$ cat src/hw/adc_seq_pkg.sv
// shared constants for the converter start-up link: timing counts, register map, frame layout
// assumes a single 20 MHz system clock on both ends; master and serial clocks are derived from it
package adc_seq_pkg;
  // system clock
  localparam int unsigned CLK_HZ          = 20_000_000;
  // master clock half period in system cycles (2.5 MHz master clock)
  localparam int unsigned MCLK_HALF       = 4;
  // serial clock half period; long enough to cover two-stage pin sampling on both ends
  localparam int unsigned SCLK_HALF       = 8;
  // start-up timing, in master-clock periods
  localparam int unsigned PWR_MCLK        = 2;
  localparam int unsigned RST_LOW_MCLK    = 1;
  localparam int unsigned POST_RST_MCLK   = 2;
  localparam int unsigned SYNC_LOW_MCLK   = 4;
  // filter settling interval in master-clock rising edges
  localparam int unsigned SETTLE_MCLK     = 64;
  // serial frame layout
  localparam int unsigned FRAME_BITS      = 32;
  localparam int unsigned WORD_BITS       = 16;
  // register addresses
  localparam logic [15:0] ADDR_CTRL       = 16'h0001;
  localparam logic [15:0] ADDR_GAIN       = 16'h0004;
  localparam logic [15:0] ADDR_OVR        = 16'h0005;
  // reset values
  localparam logic [15:0] CTRL_RST        = 16'h0000;
  localparam logic [15:0] GAIN_RST        = 16'hA000;
  localparam logic [15:0] OVR_RST         = 16'hCCCC;
  // control field positions
  localparam int unsigned CTRL_RD_OVR     = 14;
  localparam int unsigned CTRL_RD_GAIN    = 13;
  localparam int unsigned CTRL_RD_STAT    = 11;
  localparam int unsigned CTRL_SYNC       = 9;
  localparam int unsigned CTRL_PWR_DOWN   = 3;
  localparam int unsigned CTRL_LPWR       = 2;
  localparam int unsigned CTRL_REF_OFF    = 1;
  localparam int unsigned CTRL_AMP_OFF    = 0;
  // bits that clear themselves after acting
  localparam logic [15:0] CTRL_SELF_CLR   = 16'h7A00;
  // status field positions and constant bits
  localparam int unsigned STAT_PART       = 15;
  localparam int unsigned STAT_SETTLED    = 10;
  localparam int unsigned STAT_LPWR       = 9;
  localparam int unsigned STAT_REF_OFF    = 4;
  localparam int unsigned STAT_AMP_OFF    = 3;
  localparam logic [15:0] STAT_FIXED      = 16'h4840;
  // part bit of the status word; arbitrary value
  localparam logic        PART_BIT        = 1'b0;

  // host sequencing states
  typedef enum logic [2:0] {
    ST_PWR   = 3'b000,
    ST_RST   = 3'b001,
    ST_WAIT  = 3'b010,
    ST_SYNC  = 3'b011,
    ST_IDLE  = 3'b100,
    ST_WRITE = 3'b101
  } host_st_t;
endpackage

$ cat src/hw/adc_link_if.sv
// pin bundle between the converter end and its host controller
// assumes both ends run on the same system clock; all pins are one-way
`timescale 1ns/10ps
interface adc_link_if;
  logic mclk;
  logic reset_powerdown_n;
  logic sync_n;
  logic frame_sync_in_n;
  logic sdi;
  logic serial_clock_out;
  logic sdo;
  logic frame_sync_out_n;

  modport dev (
    input  mclk,
    input  reset_powerdown_n,
    input  sync_n,
    input  frame_sync_in_n,
    input  sdi,
    output serial_clock_out,
    output sdo,
    output frame_sync_out_n
  );

  modport host (
    output mclk,
    output reset_powerdown_n,
    output sync_n,
    output frame_sync_in_n,
    output sdi,
    input  serial_clock_out,
    input  sdo,
    input  frame_sync_out_n
  );
endinterface

$ cat src/hw/adc_dev_end.sv
// converter end: reset sampling, filter settling flag, serial register writes and read-back frames
// assumes host pins are asynchronous to clk_sys_i and are sampled through two flip-flops
`timescale 1ns/10ps
module adc_dev_end
  import adc_seq_pkg::*;
(
  input  wire logic        clk_sys_i,
  input  wire logic        rst_i,
  adc_link_if.dev          link,
  input  wire logic [1:0]  dec_rate_i,
  output wire logic        in_reset_o,
  output wire logic        settled_flag_o,
  output wire logic        powered_down_o,
  output wire logic        low_power_o,
  output wire logic        ref_buf_off_o,
  output wire logic        amp_off_o,
  output wire logic [15:0] gain_o,
  output wire logic [15:0] ovr_thr_o
);
  typedef struct packed {
    logic [2:0]  mclk_s;
    logic [1:0]  rst_s;
    logic [1:0]  sync_s;
    logic [1:0]  wr_fs_s;
    logic [1:0]  sdi_s;
    logic        in_reset;
    logic        sync_req;
    logic [6:0]  settle_cnt;
    logic        settled;
    logic [3:0]  sclk_div;
    logic        sclk;
    logic        rx_on;
    logic [5:0]  rx_cnt;
    logic [31:0] rx_sh;
    logic [15:0] ctrl;
    logic [15:0] gain;
    logic [15:0] ovr;
    logic        tx_pend;
    logic [31:0] tx_word;
    logic        tx_on;
    logic [5:0]  tx_cnt;
    logic        sdo;
    logic        fso_n;
  } dev_st_t;

  dev_st_t s_r;
  dev_st_t s_nxt;

  // status word as returned in read-back frames
  function automatic logic [15:0] stat_word(input dev_st_t s, input logic [1:0] dec);
    logic [15:0] w;
    w               = STAT_FIXED;
    w[STAT_PART]    = PART_BIT;
    w[STAT_SETTLED] = s.settled;
    w[STAT_LPWR]    = s.ctrl[CTRL_LPWR];
    w[STAT_REF_OFF] = s.ctrl[CTRL_REF_OFF];
    w[STAT_AMP_OFF] = s.ctrl[CTRL_AMP_OFF];
    w[1:0]          = dec;
    return w;
  endfunction

  // next-state logic for the whole end
  always_comb begin
    logic        mrise;
    logic        tick;
    logic [31:0] word;
    logic [15:0] sel;
    mrise = 1'b0;
    tick  = 1'b0;
    word  = '0;
    sel   = '0;
    s_nxt = s_r;
    // pin sampling: first stage only feeds the second
    s_nxt.mclk_s = {s_r.mclk_s[1:0], link.mclk};
    s_nxt.rst_s  = {s_r.rst_s[0], link.reset_powerdown_n};
    s_nxt.sync_s = {s_r.sync_s[0], link.sync_n};
    s_nxt.wr_fs_s = {s_r.wr_fs_s[0], link.frame_sync_in_n};
    s_nxt.sdi_s  = {s_r.sdi_s[0], link.sdi};
    mrise = s_r.mclk_s[1] & ~s_r.mclk_s[2];
    s_nxt.sync_req = 1'b0;

    // reset level is only looked at on master-clock rising edges
    if (mrise) begin
      s_nxt.in_reset = ~s_r.rst_s[1];
    end

    // settling restarts on reset and on any sync, pin or register
    if (s_r.in_reset || s_r.sync_req || (mrise && !s_r.sync_s[1])) begin
      s_nxt.settle_cnt = '0;
      s_nxt.settled    = 1'b0;
    end else if (mrise && !s_r.settled) begin
      if (s_r.settle_cnt == 7'(SETTLE_MCLK - 1)) begin
        s_nxt.settled = 1'b1;
      end else begin
        s_nxt.settle_cnt = s_r.settle_cnt + 7'd1;
      end
    end

    // free-running serial clock from the internal clock
    tick = (s_r.sclk_div == 4'(SCLK_HALF - 1));
    s_nxt.sclk_div = tick ? 4'd0 : s_r.sclk_div + 4'd1;
    if (tick) begin
      s_nxt.sclk = ~s_r.sclk;
    end

    // write frames: frame sync checked on falling edges, data from the next one on
    if (tick && s_r.sclk) begin
      if (!s_r.rx_on) begin
        if (!s_r.wr_fs_s[1]) begin
          s_nxt.rx_on  = 1'b1;
          s_nxt.rx_cnt = '0;
        end
      end else begin
        word         = {s_r.rx_sh[30:0], s_r.sdi_s[1]};
        s_nxt.rx_sh  = word;
        s_nxt.rx_cnt = s_r.rx_cnt + 6'd1;
        if (s_r.rx_cnt == 6'(FRAME_BITS - 1)) begin
          s_nxt.rx_on = 1'b0;
          // address half first, then the data word
          unique case (word[31:16])
            ADDR_CTRL: begin
              s_nxt.ctrl     = word[15:0] & ~CTRL_SELF_CLR;
              s_nxt.sync_req = word[CTRL_SYNC];
              if (word[CTRL_RD_OVR]) begin
                sel = s_r.ovr;
              end else if (word[CTRL_RD_GAIN]) begin
                sel = s_r.gain;
              end else begin
                sel = stat_word(s_r, dec_rate_i);
              end
              if (word[CTRL_RD_OVR] | word[CTRL_RD_GAIN] | word[CTRL_RD_STAT]) begin
                s_nxt.tx_pend = 1'b1;
                s_nxt.tx_word = {sel, stat_word(s_r, dec_rate_i)};
              end
            end
            ADDR_GAIN: s_nxt.gain = word[15:0];
            ADDR_OVR:  s_nxt.ovr  = word[15:0];
            default:   ;  // unmapped addresses are dropped
          endcase
        end
      end
    end

    // read-back frame: data changes on rising edges, frame sync low for 32 bits
    if (tick && !s_r.sclk) begin
      if (s_r.tx_on) begin
        if (s_r.tx_cnt == 6'(FRAME_BITS)) begin
          s_nxt.tx_on = 1'b0;
          s_nxt.fso_n = 1'b1;
          s_nxt.sdo   = 1'b0;
        end else begin
          s_nxt.sdo     = s_r.tx_word[31];
          s_nxt.tx_word = {s_r.tx_word[30:0], 1'b0};
          s_nxt.tx_cnt  = s_r.tx_cnt + 6'd1;
        end
      end else if (s_r.tx_pend) begin
        s_nxt.tx_pend = 1'b0;
        s_nxt.tx_on   = 1'b1;
        s_nxt.fso_n   = 1'b0;
        s_nxt.sdo     = s_r.tx_word[31];
        s_nxt.tx_word = {s_r.tx_word[30:0], 1'b0};
        s_nxt.tx_cnt  = 6'd1;
      end
    end

    // reset puts every register back to its default and drops serial traffic
    if (s_r.in_reset) begin
      s_nxt.ctrl    = CTRL_RST;
      s_nxt.gain    = GAIN_RST;
      s_nxt.ovr     = OVR_RST;
      s_nxt.rx_on   = 1'b0;
      s_nxt.tx_pend = 1'b0;
      s_nxt.tx_on   = 1'b0;
      s_nxt.fso_n   = 1'b1;
      s_nxt.sdo     = 1'b0;
    end
  end

  // state register
  always_ff @(posedge clk_sys_i or posedge rst_i) begin
    if (rst_i) begin
      s_r          <= '0;
      s_r.in_reset <= 1'b1;
      s_r.ctrl     <= CTRL_RST;
      s_r.gain     <= GAIN_RST;
      s_r.ovr      <= OVR_RST;
      s_r.fso_n    <= 1'b1;
    end else begin
      s_r <= s_nxt;
    end
  end

  // pins and flags come straight from the state register
  assign link.serial_clock_out = s_r.sclk;
  assign link.sdo              = s_r.sdo;
  assign link.frame_sync_out_n = s_r.fso_n;
  assign in_reset_o            = s_r.in_reset;
  assign settled_flag_o        = s_r.settled;
  assign powered_down_o        = s_r.ctrl[CTRL_PWR_DOWN];
  assign low_power_o           = s_r.ctrl[CTRL_LPWR];
  assign ref_buf_off_o         = s_r.ctrl[CTRL_REF_OFF];
  assign amp_off_o             = s_r.ctrl[CTRL_AMP_OFF];
  assign gain_o                = s_r.gain;
  assign ovr_thr_o             = s_r.ovr;
endmodule

$ cat src/flat_wrapper.sv
// flat-port wrapper written by rule: the top's interface ports become plain ports
module adc_dev_end_flat import adc_seq_pkg::*;
  (clk_sys_i, rst_i, dec_rate_i, in_reset_o, settled_flag_o, powered_down_o, low_power_o, ref_buf_off_o, amp_off_o, gain_o, ovr_thr_o, link_mclk, link_reset_powerdown_n, link_sync_n, link_frame_sync_in_n, link_sdi, link_serial_clock_out, link_sdo, link_frame_sync_out_n);
  adc_link_if link_i ();
  input  wire logic clk_sys_i;
  input  wire logic rst_i;
  input  wire logic [1:0] dec_rate_i;
  output wire logic in_reset_o;
  output wire logic settled_flag_o;
  output wire logic powered_down_o;
  output wire logic low_power_o;
  output wire logic ref_buf_off_o;
  output wire logic amp_off_o;
  output wire logic [15:0] gain_o;
  output wire logic [15:0] ovr_thr_o;
  input wire logic [$bits(link_i.mclk)-1:0] link_mclk;
  input wire logic [$bits(link_i.reset_powerdown_n)-1:0] link_reset_powerdown_n;
  input wire logic [$bits(link_i.sync_n)-1:0] link_sync_n;
  input wire logic [$bits(link_i.frame_sync_in_n)-1:0] link_frame_sync_in_n;
  input wire logic [$bits(link_i.sdi)-1:0] link_sdi;
  output wire logic [$bits(link_i.serial_clock_out)-1:0] link_serial_clock_out;
  output wire logic [$bits(link_i.sdo)-1:0] link_sdo;
  output wire logic [$bits(link_i.frame_sync_out_n)-1:0] link_frame_sync_out_n;
  assign link_i.mclk = link_mclk;
  assign link_i.reset_powerdown_n = link_reset_powerdown_n;
  assign link_i.sync_n = link_sync_n;
  assign link_i.frame_sync_in_n = link_frame_sync_in_n;
  assign link_i.sdi = link_sdi;
  assign link_serial_clock_out = link_i.serial_clock_out;
  assign link_sdo = link_i.sdo;
  assign link_frame_sync_out_n = link_i.frame_sync_out_n;
  adc_dev_end u_core (.clk_sys_i(clk_sys_i), .rst_i(rst_i), .link(link_i), .dec_rate_i(dec_rate_i), .in_reset_o(in_reset_o), .settled_flag_o(settled_flag_o), .powered_down_o(powered_down_o), .low_power_o(low_power_o), .ref_buf_off_o(ref_buf_off_o), .amp_off_o(amp_off_o), .gain_o(gain_o), .ovr_thr_o(ovr_thr_o));
endmodule
$ cat config.mk
export PLATFORM = sky130hd
export DESIGN_NAME = adc_dev_end_flat
export DESIGN_NICKNAME = d
export VERILOG_FILES = /design/src/hw/adc_seq_pkg.sv /design/src/hw/adc_link_if.sv /design/src/hw/adc_dev_end.sv /design/src/flat_wrapper.sv
export SDC_FILE = /design/constraint.sdc
export NUM_CORES = 1
export LEC_CHECK = 0
export ABC_CLOCK_PERIOD_IN_PS = 3600
export BUFFER_PORTS_ARGS = -buffer_cell sky130_fd_sc_hd__buf_4
export CAP_MARGIN = 30
export CORE_MARGIN = 4
export CORE_UTILIZATION = 54
export CTS_CLUSTER_SIZE = 12
export DETAILED_ROUTE_END_ITERATION = 12
export GPL_TIMING_DRIVEN = 1
export PLACE_DENSITY = 0.87
export SLEW_MARGIN = 40
export SYNTH_ARGS = -nofsm -noshare
export SYNTH_HDL_FRONTEND = slang
export SYNTH_SLANG_ARGS = --single-unit
$ cat constraint.sdc
create_clock -name clk_sys_i -period 3.6 [get_ports clk_sys_i]
set_input_delay 0.18 -clock clk_sys_i [delete_from_list [all_inputs] [get_ports clk_sys_i]]
set_output_delay 0.18 -clock clk_sys_i [all_outputs]
set_load 0.02 [all_outputs]
Word level (Yosys, flattened, before mapping). Index checks and enable logic that the tools add are counted.

Bits in read-only memories: 0. Memories kept: 0. Bits of input ports: 9. Latch bits: 0. Bits in registers: 143. RAM bits: 0. Word-level logic and storage cells: 109.

Add/sub/neg operators: 4. Magnitude comparators: 0. Shift operators: 0. Div/mod/pow operators: 0. Mux-type cells: 35. Reduce and logical (&&, ||, !) cells: 30. Multipliers: 0. Bitwise operators: 6. Eq/ne operators: 11.

Operators by type and width (number): $mux 120 (1); $mux 113 (1); $mux 42 (2); $mux 81 (1); $mux 16 (5); $mux 33 (2); $mux 41 (1); $mux 37 (1); $eq 16x3->1 const B (2); $mux 32 (1); $mux 7 (3); $reduce_bool 2->1 (10); $eq 16x1->1 const B (1); $mux 8 (2); $add 6x1->6 const B (2); $mux 1 (12); $reduce_and 4->1 (3); $reduce_and 2->1 (5); $add 7x1->7 const B (1); $eq 7x6->1 const B (1); $eq 6x5->1 const B (1); $eq 6x6->1 const B (1); $mux 6 (1); $reduce_and 3->1 (2); other kinds (14) (24).

Depth between registers and ports, before layout.
Word-level depth: 11. Gate-level depth with buffers: 8. Gate-level depth less buffers: 6.

Worst setup path before layout. No wires, ideal clock.

Kind: flip-flop to flip-flop. From: reg u_core.s_r[122] (netlist bit). To: reg u_core.s_r (netlist bit u_core.gain_o[10]). Path slack: 1615 ps. Arrival: 1848 ps. Cell stages (with the launch flop): 8. Library setup time: 136 ps. Data required time: 3464 ps. Cells stage by stage: dfrtp_1 ha_1 nand3b_1 or4_1 buf_4 buf_6 o31ai_1 a21oi_1.

Longest elaborated chain between the ends: 3.

Ends and longest elaborated chain: start: declaration (RTL line adc_dev_end.sv:46) `dev_st_t s_r;`; start signal: assignment (RTL line adc_dev_end.sv:189) `s_r <= s_nxt;`; $eq 6x5->1 (RTL line adc_dev_end.sv:117) `if (s_r.rx_cnt == 6'(FRAME_BITS - 1)) begin`; $reduce_bool 2->1 (no line); $reduce_and 4->1 (no line).

No other way between the ends. A chain may end at the register's enable or synchronous reset.

Final worst setup path.
From: reg u_core.s_r[122] (netlist bit). To: reg u_core.s_r (netlist bit u_core.gain_o[12]).

Same word-level chain as after synthesis.

==> impl_metrics.env <==
export IMPL_status="complete, but fails checks"
export IMPL_violations="negative hold slack"
export IMPL_synth_edf_count=0
export IMPL_clockBufferDepth=2
export IMPL_nets=658
export IMPL_tightest_slew_ps=808.9
export IMPL_synth_avg_cell_area_um2=10.51
export IMPL_layout_common_cells="130 x dfrtp_1, 63 x nand2_1, 58 x buf_4, 51 x a21oi_1, 38 x nor2_1"
export IMPL_cts_tree="done"
export IMPL_syn_inst=635
export IMPL_leakagePower_nw=3.488
export IMPL_die_h_um=119.2
export IMPL_max_freq_mhz=389.9
export IMPL_synth_seq_cells=142
export IMPL_r2r_end="u_core.gain_o[12]$_DFFE_PP0P_"
export IMPL_grt_overflow_total=0
export IMPL_dr_first_iter_drc_count=681
export IMPL_crit_path_end_kind="flip-flop"
export IMPL_drcViolationCount=0
export IMPL_coreArea_um2=12060
export IMPL_n_fill_cell=892
export IMPL_rr_worst_depth=5
export IMPL_portBuffers=49
export IMPL_setup_ws_ps=1035
export IMPL_crit_path_max_fanout=27
export IMPL_final_common_cell="dfrtp_1"
export IMPL_criticalPathCategory="flip-flop to flip-flop"
export IMPL_hold_viol=46
export IMPL_r2r_start="u_core.s_r[122]$_DFFE_PP0P_"
export IMPL_tns_ps=0
export IMPL_fin_worst_skew_ps=5.037
export IMPL_cts_buffers=17
export IMPL_post_route_period_util_pct=71.25
export IMPL_dpl_cell_count=788
export IMPL_ant_nets=0
export IMPL_die_area_um2=14200
export IMPL_slew_headroom_pct=45.61
export IMPL_clkPwrFrac_pct=51.6
export IMPL_place_ws_ps=1114
export IMPL_cts_sinks=142
export IMPL_startpoint_type="flip-flop"
export IMPL_arrival_ps=2850
export IMPL_finish_instance_area_um2=7590
export IMPL_ys_warnings_count=0
export IMPL_vias=5261
export IMPL_wl_per_cell_um=18.95
export IMPL_die_x_um=119.2
export IMPL_slowest_stage="or4_2"
export IMPL_async_reset_ff_share_pct=100.0
export IMPL_rsz0062_at_grt="false"
export IMPL_grt_max_degree=143
export IMPL_whs_ps=-25.28
export IMPL_switching_share_pct=20.71
export IMPL_critical_path_max_stage_delay_ps=1030
export IMPL_synth_ff_type="dfrtp_1"
export IMPL_syn_num_nets=649
export IMPL_p_seq_share_pct=45.3
export IMPL_grt_use_total_pct=22.87
export IMPL_fin_crit_ps=2565
export IMPL_finalSetupViolCount=0
export IMPL_ir_drop_uv=357.1
export IMPL_switchingPower_w=0.0007455
export IMPL_maxCapViolCount=0
export IMPL_row_count=40
export IMPL_maxSlewViolCount=0
export IMPL_powerDensity_nw_per_um2=474.3
export IMPL_routed_wl_um=15610
export IMPL_clock_latency_ps=430
export IMPL_grt_pass1_vias=5086
export IMPL_cp_required_ps=3890
export IMPL_p_comb_share_pct=3.0
export IMPL_place_congestion=0.9032
export IMPL_post_dp_hpwl_um=9942
export IMPL_grt_pass1_wl_um=26050
export IMPL_antenna_diode_count=0
export IMPL_hold_class="primary input to async pin"
export IMPL_placed_cell_area_um2=6899
export IMPL_instances_no_fill=824
export IMPL_drive_gt1_share_pct=21.34
export IMPL_cts_clk_slew_worst_paths_ps=60
export IMPL_routed_via_density=6.385
export IMPL_intPower_w=0.002854
export IMPL_cp_top_family="simple AND/OR/NAND/NOR gates"
export IMPL_post_cts_buffers=0
export IMPL_drtPass1Iterations=6
export IMPL_cts_resized=0
export IMPL_htreeDepth=4
export IMPL_initial_core_util_pct=55.31
export IMPL_ioPinCount=50
export IMPL_root_buffer="clkbuf_16"
export IMPL_r2r_slack_ps=1040
export IMPL_worstPathBufferInverterCount=0
export IMPL_grt_antenna_before_repair=0
export IMPL_holdBufCountCts=5
export IMPL_ys_seq_area_share_pct=53.49
export IMPL_syn_to_final_growth_pct=13.77
export IMPL_syn_area_um2=6671
export IMPL_worstPathCellList="ha_1 > nand3b_1 > or4_2 > o31ai_1 > a21oi_1"
export IMPL_synth_cell_types=56
through the flow:
stage	hold slack (ps)	total power, W	utilization (%)
6_report	-25.28	0.003600	62.93
3_5_place_dp	291.1	0.001765	57.20
5_1_grt	44.22	0.003700	62.93
4_1_cts	14.09	0.003618	62.84
2_1_floorplan	211.4	0.001727	-
3_3_place_gp	289.6	0.001761	57.14
cells by family after synthesis:
group / count (synthesis) / synth area share [%]
multiplexers: 40 / 6.414
AND/OR/NAND/NOR: 206 / 16.43
AO/OA/AOI/OAI: 157 / 15.00
XOR/XNOR: 5 / 0.6564
adder cells (fa/ha/maj): 5 / 0.9377
buffers and inverters: 80 / 7.071
flip-flops: 142 / 53.49
sequential cells by signal (all words and copies together), names as in the netlist:
register	cells
u_core.settled_flag_o	1
u_core.link.frame_sync_out_n	1
u_core.link.serial_clock_out	1
u_core.ovr_thr_o	16
u_core.powered_down_o	1
u_core.link.sdo	1
u_core.s_r	95
u_core.gain_o	16
u_core.amp_off_o	1
u_core.low_power_o	1
u_core.s_nxt	6
u_core.in_reset_o	1
u_core.ref_buf_off_o	1
layout make-up:
cell class                 count  area [um2]  share of cell area (%)
clock buffer                  20       466.7                   6.149
inverter                       6       26.28                  0.3462
tap                          168       210.2                   2.770
multi-input combinational    413        2649                   34.90
clock inverter                11       163.9                   2.160
timing repair buffer          64       505.5                   6.660
sequential                   142        3568                   47.02
cell usage after synthesis, types with 2 or more instances:
cell type | count | area (um2)
dfrtp_1 | 130 | 3253
nand2_1 | 63 | 236.5
a21oi_1 | 51 | 255.2
nor2_1 | 38 | 142.6
buf_4 | 33 | 247.7
nand4_1 | 26 | 162.7
o31ai_1 | 26 | 195.2
mux2_2 | 22 | 247.7
clkbuf_1 | 21 | 78.83
o21ai_0 | 19 | 95.09
mux2i_1 | 18 | 180.2
o21ai_1 | 18 | 90.09
a221o_1 | 16 | 160.2
nand3_1 | 16 | 80.08
buf_2 | 14 | 70.07
dfstp_2 | 12 | 315.3
nor3_1 | 12 | 60.06
a22oi_1 | 7 | 52.55
a31oi_1 | 7 | 43.79
and3_1 | 7 | 43.79
inv_1 | 6 | 22.52
ha_1 | 5 | 62.56
nor4_1 | 5 | 31.28
and2_1 | 4 | 25.02
buf_6 | 4 | 45.04
nand2b_1 | 4 | 25.02
or3_1 | 4 | 25.02
or4_1 | 4 | 30.03
xor2_1 | 4 | 35.03
nor2b_1 | 3 | 18.77
nor3_2 | 3 | 30.03
o22ai_1 | 3 | 18.77
a22o_1 | 2 | 17.52
and4_1 | 2 | 17.52
buf_1 | 2 | 7.510
nor3b_1 | 2 | 15.01
nor4b_1 | 2 | 17.52
o22a_1 | 2 | 17.52
metal layers:
metal  vias up  global-route usage (%)  wire, um
li1       2309                       -         -
met1      2615                   30.29      6352
met2       286                   35.54      7530
met3        51                   5.935      1226
met4         0                   10.14       503
met5         -                       0         0
worst max path at each step:
stage	start	endpoint	slack (ps)	cells past startpoint
global route	u_core.s_r[4]$_DFFE_PP0P_	u_core.s_r[40]$_DFF_PP0_	970	5
CTS	u_core.s_r[122]$_DFFE_PP0P_	u_core.ovr_thr_o[5]$_DFFE_PP0P_	1050	5
detailed placement	u_core.s_r[122]$_DFFE_PP0P_	u_core.ovr_thr_o[8]$_DFFE_PP0P_	1110	5
global placement	u_core.s_r[122]$_DFFE_PP0P_	u_core.gain_o[6]$_DFFE_PP0P_	1210	5
floorplan	u_core.s_r[122]$_DFFE_PP0P_	u_core.gain_o[10]$_DFFE_PP0P_	1620	7
finish	u_core.s_r[122]$_DFFE_PP0P_	u_core.gain_o[12]$_DFFE_PP0P_	1040	5
tightest hold or removal path: cells and delay by family:
family	cells	cell delay (ps)
buf+inv	3	710
power by group through the flow:
stage / sequential (W) / clock (W) / combinational [W]
6_report: 0.00163 / 0.00186 / 0.000109
5_1_grt: 0.00163 / 0.00194 / 0.000123
4_1_cts: 0.00163 / 0.00187 / 0.000111
3_5_place_dp: 0.00166 / 0 / 0.000106
3_3_place_gp: 0.00166 / 0 / 0.000102
2_1_floorplan: 0.00166 / 0 / 0.0000681
Note: power is estimated with default switching activity, not from simulation.
